`config.mk`:
```
export PLATFORM = sky130hd
export DESIGN_NAME = snf_host
export DESIGN_NICKNAME = d
export VERILOG_FILES = /design/src/common/snf_pkg.sv /design/src/rtl/snf_host.sv /design/src/rtl/snf_sync.sv
export SDC_FILE = /design/constraint.sdc
export NUM_CORES = 1
export LEC_CHECK = 0
export BUFFER_PORTS_ARGS = -buffer_cell sky130_fd_sc_hd__buf_2
export CAP_MARGIN = 30
export CORE_UTILIZATION = 49
export CTS_CLUSTER_DIAMETER = 40
export DETAILED_ROUTE_END_ITERATION = 10
export GPL_TIMING_DRIVEN = 0
export MAX_ROUTING_LAYER = met4
export PLACE_DENSITY = 0.79
export SYNTH_ARGS = -nofsm -noshare
export SYNTH_HDL_FRONTEND = slang
export SYNTH_SLANG_ARGS = --single-unit
```
`constraint.sdc`:
```
create_clock -name i_clk -period 11.04 [get_ports i_clk]
set_input_delay 2.208 -clock i_clk [delete_from_list [all_inputs] [get_ports i_clk]]
set_output_delay 2.208 -clock i_clk [all_outputs]
set_load 0.1 [all_outputs]
```
`src/common/snf_pkg.sv`:
```
/*
  Constants, register map, opcodes and state types for the serial NAND
  command front end host controller.
  Assumes a 100 MHz system clock and a flash device on a four-line serial bus.

*/
package snf_pkg;
  localparam int CLK_PERIOD_NS = 10;
  localparam int SCK_HALF_NS = 40;
  // least time rounds up; also leaves room for the two-flop input delay
  localparam int SCK_HALF_CYC = (SCK_HALF_NS + CLK_PERIOD_NS - 1) / CLK_PERIOD_NS;
  localparam logic [2:0] SCK_HALF_LAST = 3'(SCK_HALF_CYC - 1);

  localparam logic [3:0] REG_CTRL = 4'h0;
  localparam logic [3:0] REG_OPCODE = 4'h1;
  localparam logic [3:0] REG_ADDR = 4'h2;
  localparam logic [3:0] REG_LEN = 4'h3;
  localparam logic [3:0] REG_DATA = 4'h4;

  localparam int CTRL_GO = 0;
  localparam int CTRL_MODE3 = 1;
  localparam int STAT_BUSY = 0;
  localparam int STAT_MODE3 = 1;
  localparam int STAT_ERR = 2;
  localparam int STAT_TX_NEED = 3;
  localparam int STAT_RX_VALID = 4;

  localparam logic [7:0] OP_RESET = 8'hFF;
  localparam logic [7:0] OP_GET_FEAT = 8'h0F;
  localparam logic [7:0] OP_SET_FEAT = 8'h1F;
  localparam logic [7:0] OP_READ_ID = 8'h9F;
  localparam logic [7:0] OP_PAGE_READ = 8'h13;
  localparam logic [7:0] OP_CACHE_RAND = 8'h30;
  localparam logic [7:0] OP_CACHE_LAST = 8'h3F;
  localparam logic [7:0] OP_RD_X1 = 8'h03;
  localparam logic [7:0] OP_RD_X1_FAST = 8'h0B;
  localparam logic [7:0] OP_RD_X2 = 8'h3B;
  localparam logic [7:0] OP_RD_X4 = 8'h6B;
  localparam logic [7:0] OP_RD_DIO = 8'hBB;
  localparam logic [7:0] OP_RD_QIO = 8'hEB;
  localparam logic [7:0] OP_WR_EN = 8'h06;
  localparam logic [7:0] OP_WR_DIS = 8'h04;
  localparam logic [7:0] OP_ERASE = 8'hD8;
  localparam logic [7:0] OP_PROG_EXEC = 8'h10;
  localparam logic [7:0] OP_LOAD_X1 = 8'h02;
  localparam logic [7:0] OP_LOAD_X4 = 8'h32;
  localparam logic [7:0] OP_LOAD_RAND_X1 = 8'h84;
  localparam logic [7:0] OP_LOAD_RAND_X4 = 8'h34;
  localparam logic [7:0] OP_PERM_LOCK = 8'h2C;

  localparam logic [11:0] COL_LAST = 12'h87F;
  localparam logic [12:0] PAGE_BYTES = 13'h0880;
  localparam logic [11:0] FEAT_BYTES = 12'h001;
  localparam logic [11:0] ID_BYTES = 12'h002;

  localparam logic [2:0] LANE1 = 3'h1;
  localparam logic [2:0] LANE2 = 3'h2;
  localparam logic [2:0] LANE4 = 3'h4;

  localparam logic [3:0] PIN_IDLE_OUT = 4'hC;
  localparam logic [3:0] PIN_IDLE_OE = 4'hD;

  typedef enum logic [2:0] {
    ST_IDLE = 3'b000,
    ST_SETUP = 3'b001,
    ST_LOW = 3'b010,
    ST_HIGH = 3'b011,
    ST_STALL = 3'b100,
    ST_END = 3'b101,
    ST_GAP = 3'b110
  } snf_state_t;

  typedef enum logic [1:0] {
    PH_CMD = 2'b00,
    PH_ADDR = 2'b01,
    PH_DUMMY = 2'b10,
    PH_DATA = 2'b11
  } snf_phase_t;
endpackage : snf_pkg

```
`src/rtl/snf_host.sv`:
```
/*
  Host controller for a serial NAND flash: software writes opcode, address
  and length into local registers, pulses go, and the engine runs one whole
  chip-select frame, streaming data bytes through a one-byte data register.
  Assumes the device sits directly on the o_/i_ pin ports; a bench resolves
  the four shared data lines from the output enables.
*/
`timescale 1ns/1ps
module snf_host (
  input wire logic i_clk,
  input wire logic i_rst,
  input wire logic [3:0] i_addr,
  input wire logic [31:0] i_wdata,
  input wire logic i_we,
  input wire logic i_re,
  output logic [31:0] o_rdata,
  output logic o_cs_n,
  output logic o_sck,
  output logic [3:0] o_io_out,
  output logic [3:0] o_io_oe,
  input wire logic [3:0] i_io_in
);
  snf_pkg::snf_state_t state;
  snf_pkg::snf_phase_t phase;
  logic mode3;
  logic err;
  logic [7:0] opcode_r;
  logic [23:0] addr_r;
  logic [11:0] len_r;
  logic [7:0] tx_byte;
  logic tx_full;
  logic [7:0] rx_byte;
  logic rx_valid;
  logic [2:0] div_cnt;
  logic tick;
  logic [7:0] sh;
  logic [23:0] a_sh;
  logic [3:0] bit_left;
  logic [11:0] byte_left;
  logic [2:0] lanes;
  logic [1:0] x_na;
  logic [1:0] x_nd;
  logic [11:0] x_ndat;
  logic [2:0] x_alanes;
  logic [2:0] x_dlanes;
  logic x_rd;
  logic [3:0] io_s;
  // decoded shape of the opcode now in the register
  logic [1:0] d_na;
  logic [1:0] d_nd;
  logic [11:0] d_ndat;
  logic [2:0] d_alanes;
  logic [2:0] d_dlanes;
  logic d_rd;
  logic d_col;
  logic d_row;
  logic d_var;
  logic go;
  logic bad;
  logic nxt_any;
  snf_pkg::snf_phase_t nxt_ph;
  logic [11:0] nxt_cnt;
  logic ld_tx;
  logic rx_put;
  logic active;
  logic [7:0] sh_shift;
  logic next_sck;
  logic [3:0] next_out;
  logic [3:0] next_oe;

  function automatic logic [3:0] bits_per(input logic [2:0] l);
    unique case (l)
      snf_pkg::LANE4: bits_per = 4'h2;
      snf_pkg::LANE2: bits_per = 4'h4;
      default: bits_per = 4'h8;
    endcase
  endfunction : bits_per

  function automatic logic [2:0] lanes_of(input snf_pkg::snf_phase_t p, input logic [2:0] al,
                                          input logic [2:0] dl);
    unique case (p)
      snf_pkg::PH_CMD: lanes_of = snf_pkg::LANE1;
      snf_pkg::PH_DATA: lanes_of = dl;
      default: lanes_of = al;
    endcase
  endfunction : lanes_of

  snf_sync #(.WIDTH(4)) u_io_sync (
    .i_clk(i_clk),
    .i_rst(i_rst),
    .i_d(i_io_in),
    .o_q(io_s)
  );

  always_comb begin
    d_na = 2'h0;
    d_nd = 2'h0;
    d_ndat = 12'h000;
    d_alanes = snf_pkg::LANE1;
    d_dlanes = snf_pkg::LANE1;
    d_rd = 1'b0;
    d_col = 1'b0;
    d_row = 1'b0;
    d_var = 1'b0;
    case (opcode_r)
      snf_pkg::OP_GET_FEAT: begin
        d_na = 2'h1;
        d_ndat = snf_pkg::FEAT_BYTES;
        d_rd = 1'b1;
      end
      snf_pkg::OP_SET_FEAT: begin
        d_na = 2'h1;
        d_ndat = snf_pkg::FEAT_BYTES;
      end
      snf_pkg::OP_READ_ID: begin
        d_nd = 2'h1;
        d_ndat = snf_pkg::ID_BYTES;
        d_rd = 1'b1;
      end
      snf_pkg::OP_PAGE_READ, snf_pkg::OP_CACHE_RAND, snf_pkg::OP_ERASE, snf_pkg::OP_PROG_EXEC: begin
        d_na = 2'h3;
        d_row = 1'b1;
      end
      snf_pkg::OP_PERM_LOCK: d_na = 2'h3;
      snf_pkg::OP_RD_X1, snf_pkg::OP_RD_X1_FAST, snf_pkg::OP_RD_X2, snf_pkg::OP_RD_X4,
      snf_pkg::OP_RD_DIO, snf_pkg::OP_RD_QIO: begin
        d_na = 2'h2;
        d_nd = (opcode_r == snf_pkg::OP_RD_QIO) ? 2'h2 : 2'h1;
        d_var = 1'b1;
        d_rd = 1'b1;
        d_col = 1'b1;
        if (opcode_r == snf_pkg::OP_RD_X2 || opcode_r == snf_pkg::OP_RD_DIO) begin
          d_dlanes = snf_pkg::LANE2;
        end
        if (opcode_r == snf_pkg::OP_RD_X4 || opcode_r == snf_pkg::OP_RD_QIO) begin
          d_dlanes = snf_pkg::LANE4;
        end
        if (opcode_r == snf_pkg::OP_RD_DIO || opcode_r == snf_pkg::OP_RD_QIO) begin
          d_alanes = d_dlanes;
        end
      end
      snf_pkg::OP_LOAD_X1, snf_pkg::OP_LOAD_RAND_X1, snf_pkg::OP_LOAD_X4, snf_pkg::OP_LOAD_RAND_X4: begin
        d_na = 2'h2;
        d_var = 1'b1;
        d_col = 1'b1;
        if (opcode_r == snf_pkg::OP_LOAD_X4 || opcode_r == snf_pkg::OP_LOAD_RAND_X4) begin
          d_dlanes = snf_pkg::LANE4;
        end
      end
      // reset, write enable/disable, cache last and unknown codes: opcode only
      default: d_na = 2'h0;
    endcase
    if (d_var) begin
      d_ndat = len_r;
    end
  end

  // refuse any transfer that would touch columns past the page end
  assign bad = d_col && (addr_r[15:12] != 4'h0 || addr_r[11:0] > snf_pkg::COL_LAST ||
               {1'b0, addr_r[11:0]} + {1'b0, len_r} > snf_pkg::PAGE_BYTES || len_r == 12'h000);
  assign go = i_we && i_addr == snf_pkg::REG_CTRL && i_wdata[snf_pkg::CTRL_GO] && state == snf_pkg::ST_IDLE;
  assign active = state != snf_pkg::ST_IDLE && state != snf_pkg::ST_GAP;
  assign tick = div_cnt == snf_pkg::SCK_HALF_LAST;
  assign ld_tx = state == snf_pkg::ST_STALL && !x_rd && tx_full;
  assign rx_put = state == snf_pkg::ST_HIGH && tick && bit_left == 4'h1 && phase == snf_pkg::PH_DATA && x_rd;

  always_comb begin
    nxt_any = 1'b1;
    nxt_ph = snf_pkg::PH_DATA;
    nxt_cnt = x_ndat;
    if (phase == snf_pkg::PH_CMD && x_na != 2'h0) begin
      nxt_ph = snf_pkg::PH_ADDR;
      nxt_cnt = {10'h000, x_na};
    end else if ((phase == snf_pkg::PH_CMD || phase == snf_pkg::PH_ADDR) && x_nd != 2'h0) begin
      nxt_ph = snf_pkg::PH_DUMMY;
      nxt_cnt = {10'h000, x_nd};
    end else if (phase == snf_pkg::PH_DATA || x_ndat == 12'h000) begin
      nxt_any = 1'b0;
    end
  end

  // sample lines from the synchronised copy; msb arrives first
  always_comb begin
    unique case (lanes)
      snf_pkg::LANE4: sh_shift = {sh[3:0], io_s};
      snf_pkg::LANE2: sh_shift = {sh[5:0], io_s[1:0]};
      default: sh_shift = {sh[6:0], io_s[1]};
    endcase
  end

  // divider runs only while a half period is being timed
  always_ff @(posedge i_clk or posedge i_rst) begin
    if (i_rst) begin
      div_cnt <= 3'h0;
    end else if (state == snf_pkg::ST_IDLE || state == snf_pkg::ST_STALL || tick) begin
      div_cnt <= 3'h0;
    end else begin
      div_cnt <= div_cnt + 3'h1;
    end
  end

  always_ff @(posedge i_clk or posedge i_rst) begin
    if (i_rst) begin
      state <= snf_pkg::ST_IDLE;
      phase <= snf_pkg::PH_CMD;
      sh <= 8'h00;
      a_sh <= 24'h000000;
      bit_left <= 4'h0;
      byte_left <= 12'h000;
      lanes <= snf_pkg::LANE1;
      x_na <= 2'h0;
      x_nd <= 2'h0;
      x_ndat <= 12'h000;
      x_alanes <= snf_pkg::LANE1;
      x_dlanes <= snf_pkg::LANE1;
      x_rd <= 1'b0;
    end else begin
      unique case (state)
        snf_pkg::ST_IDLE: begin
          if (go && !bad) begin
            state <= snf_pkg::ST_SETUP;
            phase <= snf_pkg::PH_CMD;
            sh <= opcode_r;
            bit_left <= 4'h8;
            byte_left <= 12'h001;
            lanes <= snf_pkg::LANE1;
            x_na <= d_na;
            x_nd <= d_nd;
            x_ndat <= d_ndat;
            x_alanes <= d_alanes;
            x_dlanes <= d_dlanes;
            x_rd <= d_rd;
            unique case (d_na)
              2'h1: a_sh <= {addr_r[7:0], 16'h0000};
              2'h2: a_sh <= {addr_r[15:0], 8'h00};
              default: a_sh <= d_row ? {7'h00, addr_r[16:0]} : addr_r;
            endcase
          end
        end
        snf_pkg::ST_SETUP: begin
          if (tick) begin
            state <= snf_pkg::ST_LOW;
          end
        end
        snf_pkg::ST_LOW: begin
          if (tick) begin
            state <= snf_pkg::ST_HIGH;
          end
        end
        snf_pkg::ST_HIGH: begin
          if (tick) begin
            sh <= sh_shift;
            bit_left <= bit_left - 4'h1;
            state <= snf_pkg::ST_LOW;
            if (bit_left == 4'h1) begin
              bit_left <= bits_per(lanes);
              if (byte_left != 12'h001 || nxt_any) begin
                if (byte_left == 12'h001) begin
                  phase <= nxt_ph;
                  byte_left <= nxt_cnt;
                  lanes <= lanes_of(nxt_ph, x_alanes, x_dlanes);
                  bit_left <= bits_per(lanes_of(nxt_ph, x_alanes, x_dlanes));
                end else begin
                  byte_left <= byte_left - 12'h001;
                end
                if ((byte_left == 12'h001 ? nxt_ph : phase) == snf_pkg::PH_DATA) begin
                  state <= snf_pkg::ST_STALL;
                end else if ((byte_left == 12'h001 ? nxt_ph : phase) == snf_pkg::PH_ADDR) begin
                  sh <= a_sh[23:16];
                  a_sh <= {a_sh[15:0], 8'h00};
                end else begin
                  sh <= 8'h00;
                end
              end else begin
                state <= snf_pkg::ST_END;
              end
            end
          end
        end
        snf_pkg::ST_STALL: begin
          // clock held low until software has supplied or taken a byte
          if (x_rd ? !rx_valid : tx_full) begin
            sh <= x_rd ? 8'h00 : tx_byte;
            state <= snf_pkg::ST_LOW;
          end
        end
        snf_pkg::ST_END: begin
          if (tick) begin
            state <= snf_pkg::ST_GAP;
          end
        end
        snf_pkg::ST_GAP: begin
          if (tick) begin
            state <= snf_pkg::ST_IDLE;
          end
        end
        default: state <= snf_pkg::ST_IDLE;
      endcase
    end
  end

  always_comb begin
    next_out = snf_pkg::PIN_IDLE_OUT;
    next_oe = snf_pkg::PIN_IDLE_OE;
    if (active) begin
      if (!(phase == snf_pkg::PH_DATA && x_rd)) begin
        unique case (lanes)
          snf_pkg::LANE4: begin
            next_out = sh[7:4];
            next_oe = 4'hF;
          end
          snf_pkg::LANE2: begin
            next_out[1:0] = sh[7:6];
            next_oe[1] = 1'b1;
          end
          default: next_out[0] = sh[7];
        endcase
      end else begin
        // device drives the data lines; release every lane it uses
        unique case (lanes)
          snf_pkg::LANE4: next_oe = 4'h0;
          snf_pkg::LANE2: next_oe[1:0] = 2'h0;
          default: next_out[0] = 1'b0;
        endcase
      end
    end
  end

  assign next_sck = (state == snf_pkg::ST_HIGH) ? 1'b1 :
                    (state == snf_pkg::ST_LOW || state == snf_pkg::ST_STALL) ? 1'b0 : mode3;

  always_ff @(posedge i_clk or posedge i_rst) begin
    if (i_rst) begin
      o_cs_n <= 1'b1;
      o_sck <= 1'b0;
      o_io_out <= snf_pkg::PIN_IDLE_OUT;
      o_io_oe <= snf_pkg::PIN_IDLE_OE;
    end else begin
      o_cs_n <= !active;
      o_sck <= next_sck;
      o_io_out <= next_out;
      o_io_oe <= next_oe;
    end
  end

  always_ff @(posedge i_clk or posedge i_rst) begin
    if (i_rst) begin
      mode3 <= 1'b0;
      opcode_r <= 8'h00;
      addr_r <= 24'h000000;
      len_r <= 12'h000;
      err <= 1'b0;
    end else if (i_we) begin
      unique case (i_addr)
        snf_pkg::REG_CTRL: begin
          if (state == snf_pkg::ST_IDLE) begin
            mode3 <= i_wdata[snf_pkg::CTRL_MODE3];
          end
          if (go) begin
            err <= bad;
          end
        end
        snf_pkg::REG_OPCODE: opcode_r <= i_wdata[7:0];
        snf_pkg::REG_ADDR: addr_r <= i_wdata[23:0];
        snf_pkg::REG_LEN: len_r <= i_wdata[11:0];
        default: err <= err;
      endcase
    end
  end

  // set by software write, cleared when the engine loads the byte
  always_ff @(posedge i_clk or posedge i_rst) begin
    if (i_rst) begin
      tx_full <= 1'b0;
      tx_byte <= 8'h00;
    end else if (i_we && i_addr == snf_pkg::REG_DATA) begin
      tx_full <= 1'b1;
      tx_byte <= i_wdata[7:0];
    end else if (ld_tx) begin
      tx_full <= 1'b0;
    end
  end

  // a byte arriving in the same cycle as the software read wins
  always_ff @(posedge i_clk or posedge i_rst) begin
    if (i_rst) begin
      rx_valid <= 1'b0;
      rx_byte <= 8'h00;
    end else if (rx_put) begin
      rx_valid <= 1'b1;
      rx_byte <= sh_shift;
    end else if (i_re && i_addr == snf_pkg::REG_DATA) begin
      rx_valid <= 1'b0;
    end
  end

  always_ff @(posedge i_clk or posedge i_rst) begin
    if (i_rst) begin
      o_rdata <= 32'h00000000;
    end else if (i_re) begin
      o_rdata <= 32'h00000000;
      unique case (i_addr)
        snf_pkg::REG_CTRL: begin
          o_rdata[snf_pkg::STAT_BUSY] <= state != snf_pkg::ST_IDLE;
          o_rdata[snf_pkg::STAT_MODE3] <= mode3;
          o_rdata[snf_pkg::STAT_ERR] <= err;
          o_rdata[snf_pkg::STAT_TX_NEED] <= state == snf_pkg::ST_STALL && !x_rd && !tx_full;
          o_rdata[snf_pkg::STAT_RX_VALID] <= rx_valid;
        end
        snf_pkg::REG_OPCODE: o_rdata[7:0] <= opcode_r;
        snf_pkg::REG_ADDR: o_rdata[23:0] <= addr_r;
        snf_pkg::REG_LEN: o_rdata[11:0] <= len_r;
        snf_pkg::REG_DATA: o_rdata[7:0] <= rx_byte;
        default: o_rdata <= 32'h00000000;
      endcase
    end
  end
endmodule : snf_host

```
`src/rtl/snf_sync.sv`:
```
/*
  Two-flop synchroniser for pin inputs.
  Assumes inputs are asynchronous to i_clk; only the second stage is read.
*/
`timescale 1ns/1ps
module snf_sync #(
  parameter int WIDTH = 4
) (
  input wire logic i_clk,
  input wire logic i_rst,
  input wire logic [WIDTH-1:0] i_d,
  output logic [WIDTH-1:0] o_q
);
  logic [WIDTH-1:0] meta;

  always_ff @(posedge i_clk or posedge i_rst) begin
    if (i_rst) begin
      meta <= '0;
      o_q <= '0;
    end else begin
      meta <= i_d;
      o_q <= meta;
    end
  end
endmodule : snf_sync

```
==> flow_summary_export.csv <==
group,metric,value,unit
global_route,antenna_found_initial,0,
sta,fin_skew,8.67,ps
hold_path,hold_class,"reg -> reg",
global_route,grt_pass1_vias,8102,
sta,fmax,197,MHz
worst_setup_path,r2r_cells,13,
floorplan,rows,51,
worst_setup_path,rr_endpoint,"a_sh[12]$_DFFE_PP0P_",
synthesis,yosys_register_bits,187,
worst_setup_path,crit_end,"a_sh[12]$_DFFE_PP0P_",
place,hpwl,19.7,mm
worst_setup_path,r2r_slack,6770,ps
worst_setup_path,crit_path_max_fanout,10,
worst_setup_path,crit_start,"i_addr[1]",
worst_setup_path,critPathArrivalTime,5390,ps
worst_setup_path,crit_type,"in -> reg",
clock_network,cts_sinks,187,
place,port_buffers,67,
synthesis,syn-cell-area,9770,sq um
layout,drive_gt1_share,19.4,%
place,gp_congestion,0.952,
route,routed_wl,27.3,mm
route,firstDrtPassIters,9,
synthesis,ys_types,70,
layout,areaGrowthSynthToFinish,14.3,%
clock_network,cts_htree_levels,4,
sta,hold_violations,0,
clock_network,cts-buffers-inserted,17,
worst_setup_path,start_kind,"input pin",
sta,slew_headroom,32.8,%
global_route,grt_use_total,29.0,%
floorplan,initial_core_util,50.0,%
synthesis,synth.avg_cell_area,9.96,sq um
layout,nNetsFinal,1142,
floorplan,die-area,20500,sq um
power,totalPowerFinal,2820,uW
hold_path,hp-start,"u_io_sync.meta[1]$_DFF_PP0_",
route,wl_per_cell,20.2,um
floorplan,die_h,143,um
outcome,outcome,"complete, no violations",
sta,period_needed,5070,ps
worst_setup_path,reg2reg_from,"addr_r[0]$_DFFE_PP0P_",
route,dr_total_vias,8453,
layout,n_antenna_cell,0,
synthesis,synth_warnings,0,
worst_setup_path,setup.worst_path.end_class,"flop",
clock_network,clockRootBuffer,"clkbuf_16",
sta,fin_setup_tns,0,ps
route,drt_iter0_markers,1009,
synthesis,netlist_top_cells_area,"dfrtp_1 46%, mux2_2 7.7%, nand2_1 3.7%",
worst_setup_path,crit_required,11360,ps
power,vdd_ir_drop_max,0.124,mV
route,drtAntennaViolNets,0,
global_route,grt_pass1_wl,43.6,mm
floorplan,io_pins,86,
synthesis,synth-edff-count,0,
clock_network,path_clk_slew,70,ps
clock_network,ctsResizeCount,0,
clock_network,clock_latency,440,ps
synthesis,yosys.area.top_type_share,45.9,%
job,drv_cap,0,
synthesis,async_flop_share,100,%
clock_network,cts_setup_buffers,0,
floorplan,die_x,143,um
synthesis,synth_seq_area_share,48.0,%
synthesis,synthFlopType,"dfrtp_1",
floorplan,coreArea,19500,sq um
route,viasPerCell,6.24,
clock_network,cts_hold_buf,0,
synthesis,syn-instance-count,981,
sta,worstMarginPinSlew,1000,ps
hold_path,hold_depth,0,
sta,min_period_over_period,45.9,%
clock_network,cts.path.max_buffers,2,
global_route,grt_max_degree,104,
sta,finalSetupViolCount,0,
sta,drv_slew,0,
route,drc,0,
synthesis,yosysTopAreaCell,"dfrtp_1",
synthesis,synth_common_cells,"179 x dfrtp_1, 96 x nand2_1, 71 x o21ai_0",
synthesis,post-synth-top-count-cell,"dfrtp_1",
power,leakage,0.00496,uW
sta,rsz0062_at_grt,"false",
clock_network,cts_tree,"built",
power,pwr_density_cell,253,nW/um^2
global_route,grt_overflow,0,
layout,fin_util,57.2,%
==> critical path, stage by stage <==
cell	delay [ps]
buf_2	140
nor4_2	680
nand4_1	360
or2_2	430
o22ai_1	510
nor3_2	160
or2_1	280
buf_6	140
buf_6	150
mux2_4	300
==> layer usage <==
layer / global-route usage [%] / part of all wire [%]
met5: - / 0
met4: 14.5 / 4.3
met3: 5.43 / 7.4
met2: 43.2 / 46
met1: 37.9 / 42
==> through the flow <==
stage	std cells	instance area [sq um]	hold WS, ps	worst slack [ps]
floorplan	988	9790	331	3760
global placement	1320	10500	332	1810
detailed placement	1322	10500	336	5590
CTS	1354	11200	352	6050
global route	1355	11200	354	5910
finish	1355	11200	349	5970
==> power by group <==
group	total (uW)	internal, uW	switching, uW	leakage [uW]
clock network	683	408	275	0.000327
registers	989	829	161	0.00240
logic	1150	426	723	0.00224
==> layout make-up <==
cell class                 count  area (sq um)
clock inverter                11           180
sequential                   187          4690
multi-input combinational    691          4640
timing repair buffer          70           373
clock buffer                  21           480
fill                        1706          8360
buffer                        68           308
tap                          265           332
inverter                      42           165
==> worst min path at each step <==
| stage | to | slack [ps] |
|---|---|---|
| 4_1_cts | u_io_sync.o_q[1]$_DFF_PP0_ | 350 |
| 3_3_place_gp | u_io_sync.o_q[3]$_DFF_PP0_ | 330 |
| 6_report | u_io_sync.o_q[1]$_DFF_PP0_ | 350 |
| 3_5_place_dp | u_io_sync.o_q[1]$_DFF_PP0_ | 340 |
| 2_1_floorplan | u_io_sync.o_q[0]$_DFF_PP0_ | 330 |
| 5_1_grt | u_io_sync.o_q[1]$_DFF_PP0_ | 350 |
==> cells in the final DEF (no fill, tap or decap), types with 22 or more instances in the layout <==
master	Yosys	final
nor2_1	65	65
nand2_1	96	96
nand3_1	31	31
o21ai_0	71	71
inv_1	42	41
a222oi_1	22	22
a21oi_1	62	62
dfrtp_1	179	179
mux2_2	67	67
buf_2	3	71
clkbuf_1	52	52
==> cells by family (layout without fill, tap and decap cells) <==
family	after synthesis	in the layout	synth area share, %
xor+xnor	10	10	0.897
flops	187	187	48.0
fa+ha+maj	21	21	2.77
other cells	1	8	0.0384
mux	80	80	9.41
simple gates	292	292	14.6
compound gates	280	280	19.5
buf+inv	110	212	4.76
==> registers in the layout, summed over array words and instances (netlist names), 3 cells and up <==
name / count
addr_r: 24
a_sh: 24
o_io_oe: 3
sh: 8
x_dlanes: 3
u_io_sync.meta: 4
x_ndat: 12
state: 3
bit_left: 4
o_io_out: 4
o_rdata: 24
byte_left: 12
opcode_r: 8
u_io_sync.o_q: 4
x_alanes: 3
rx_byte: 8
div_cnt: 3
len_r: 12
lanes: 3
tx_byte: 8
(Power assumes the default switching activity.)
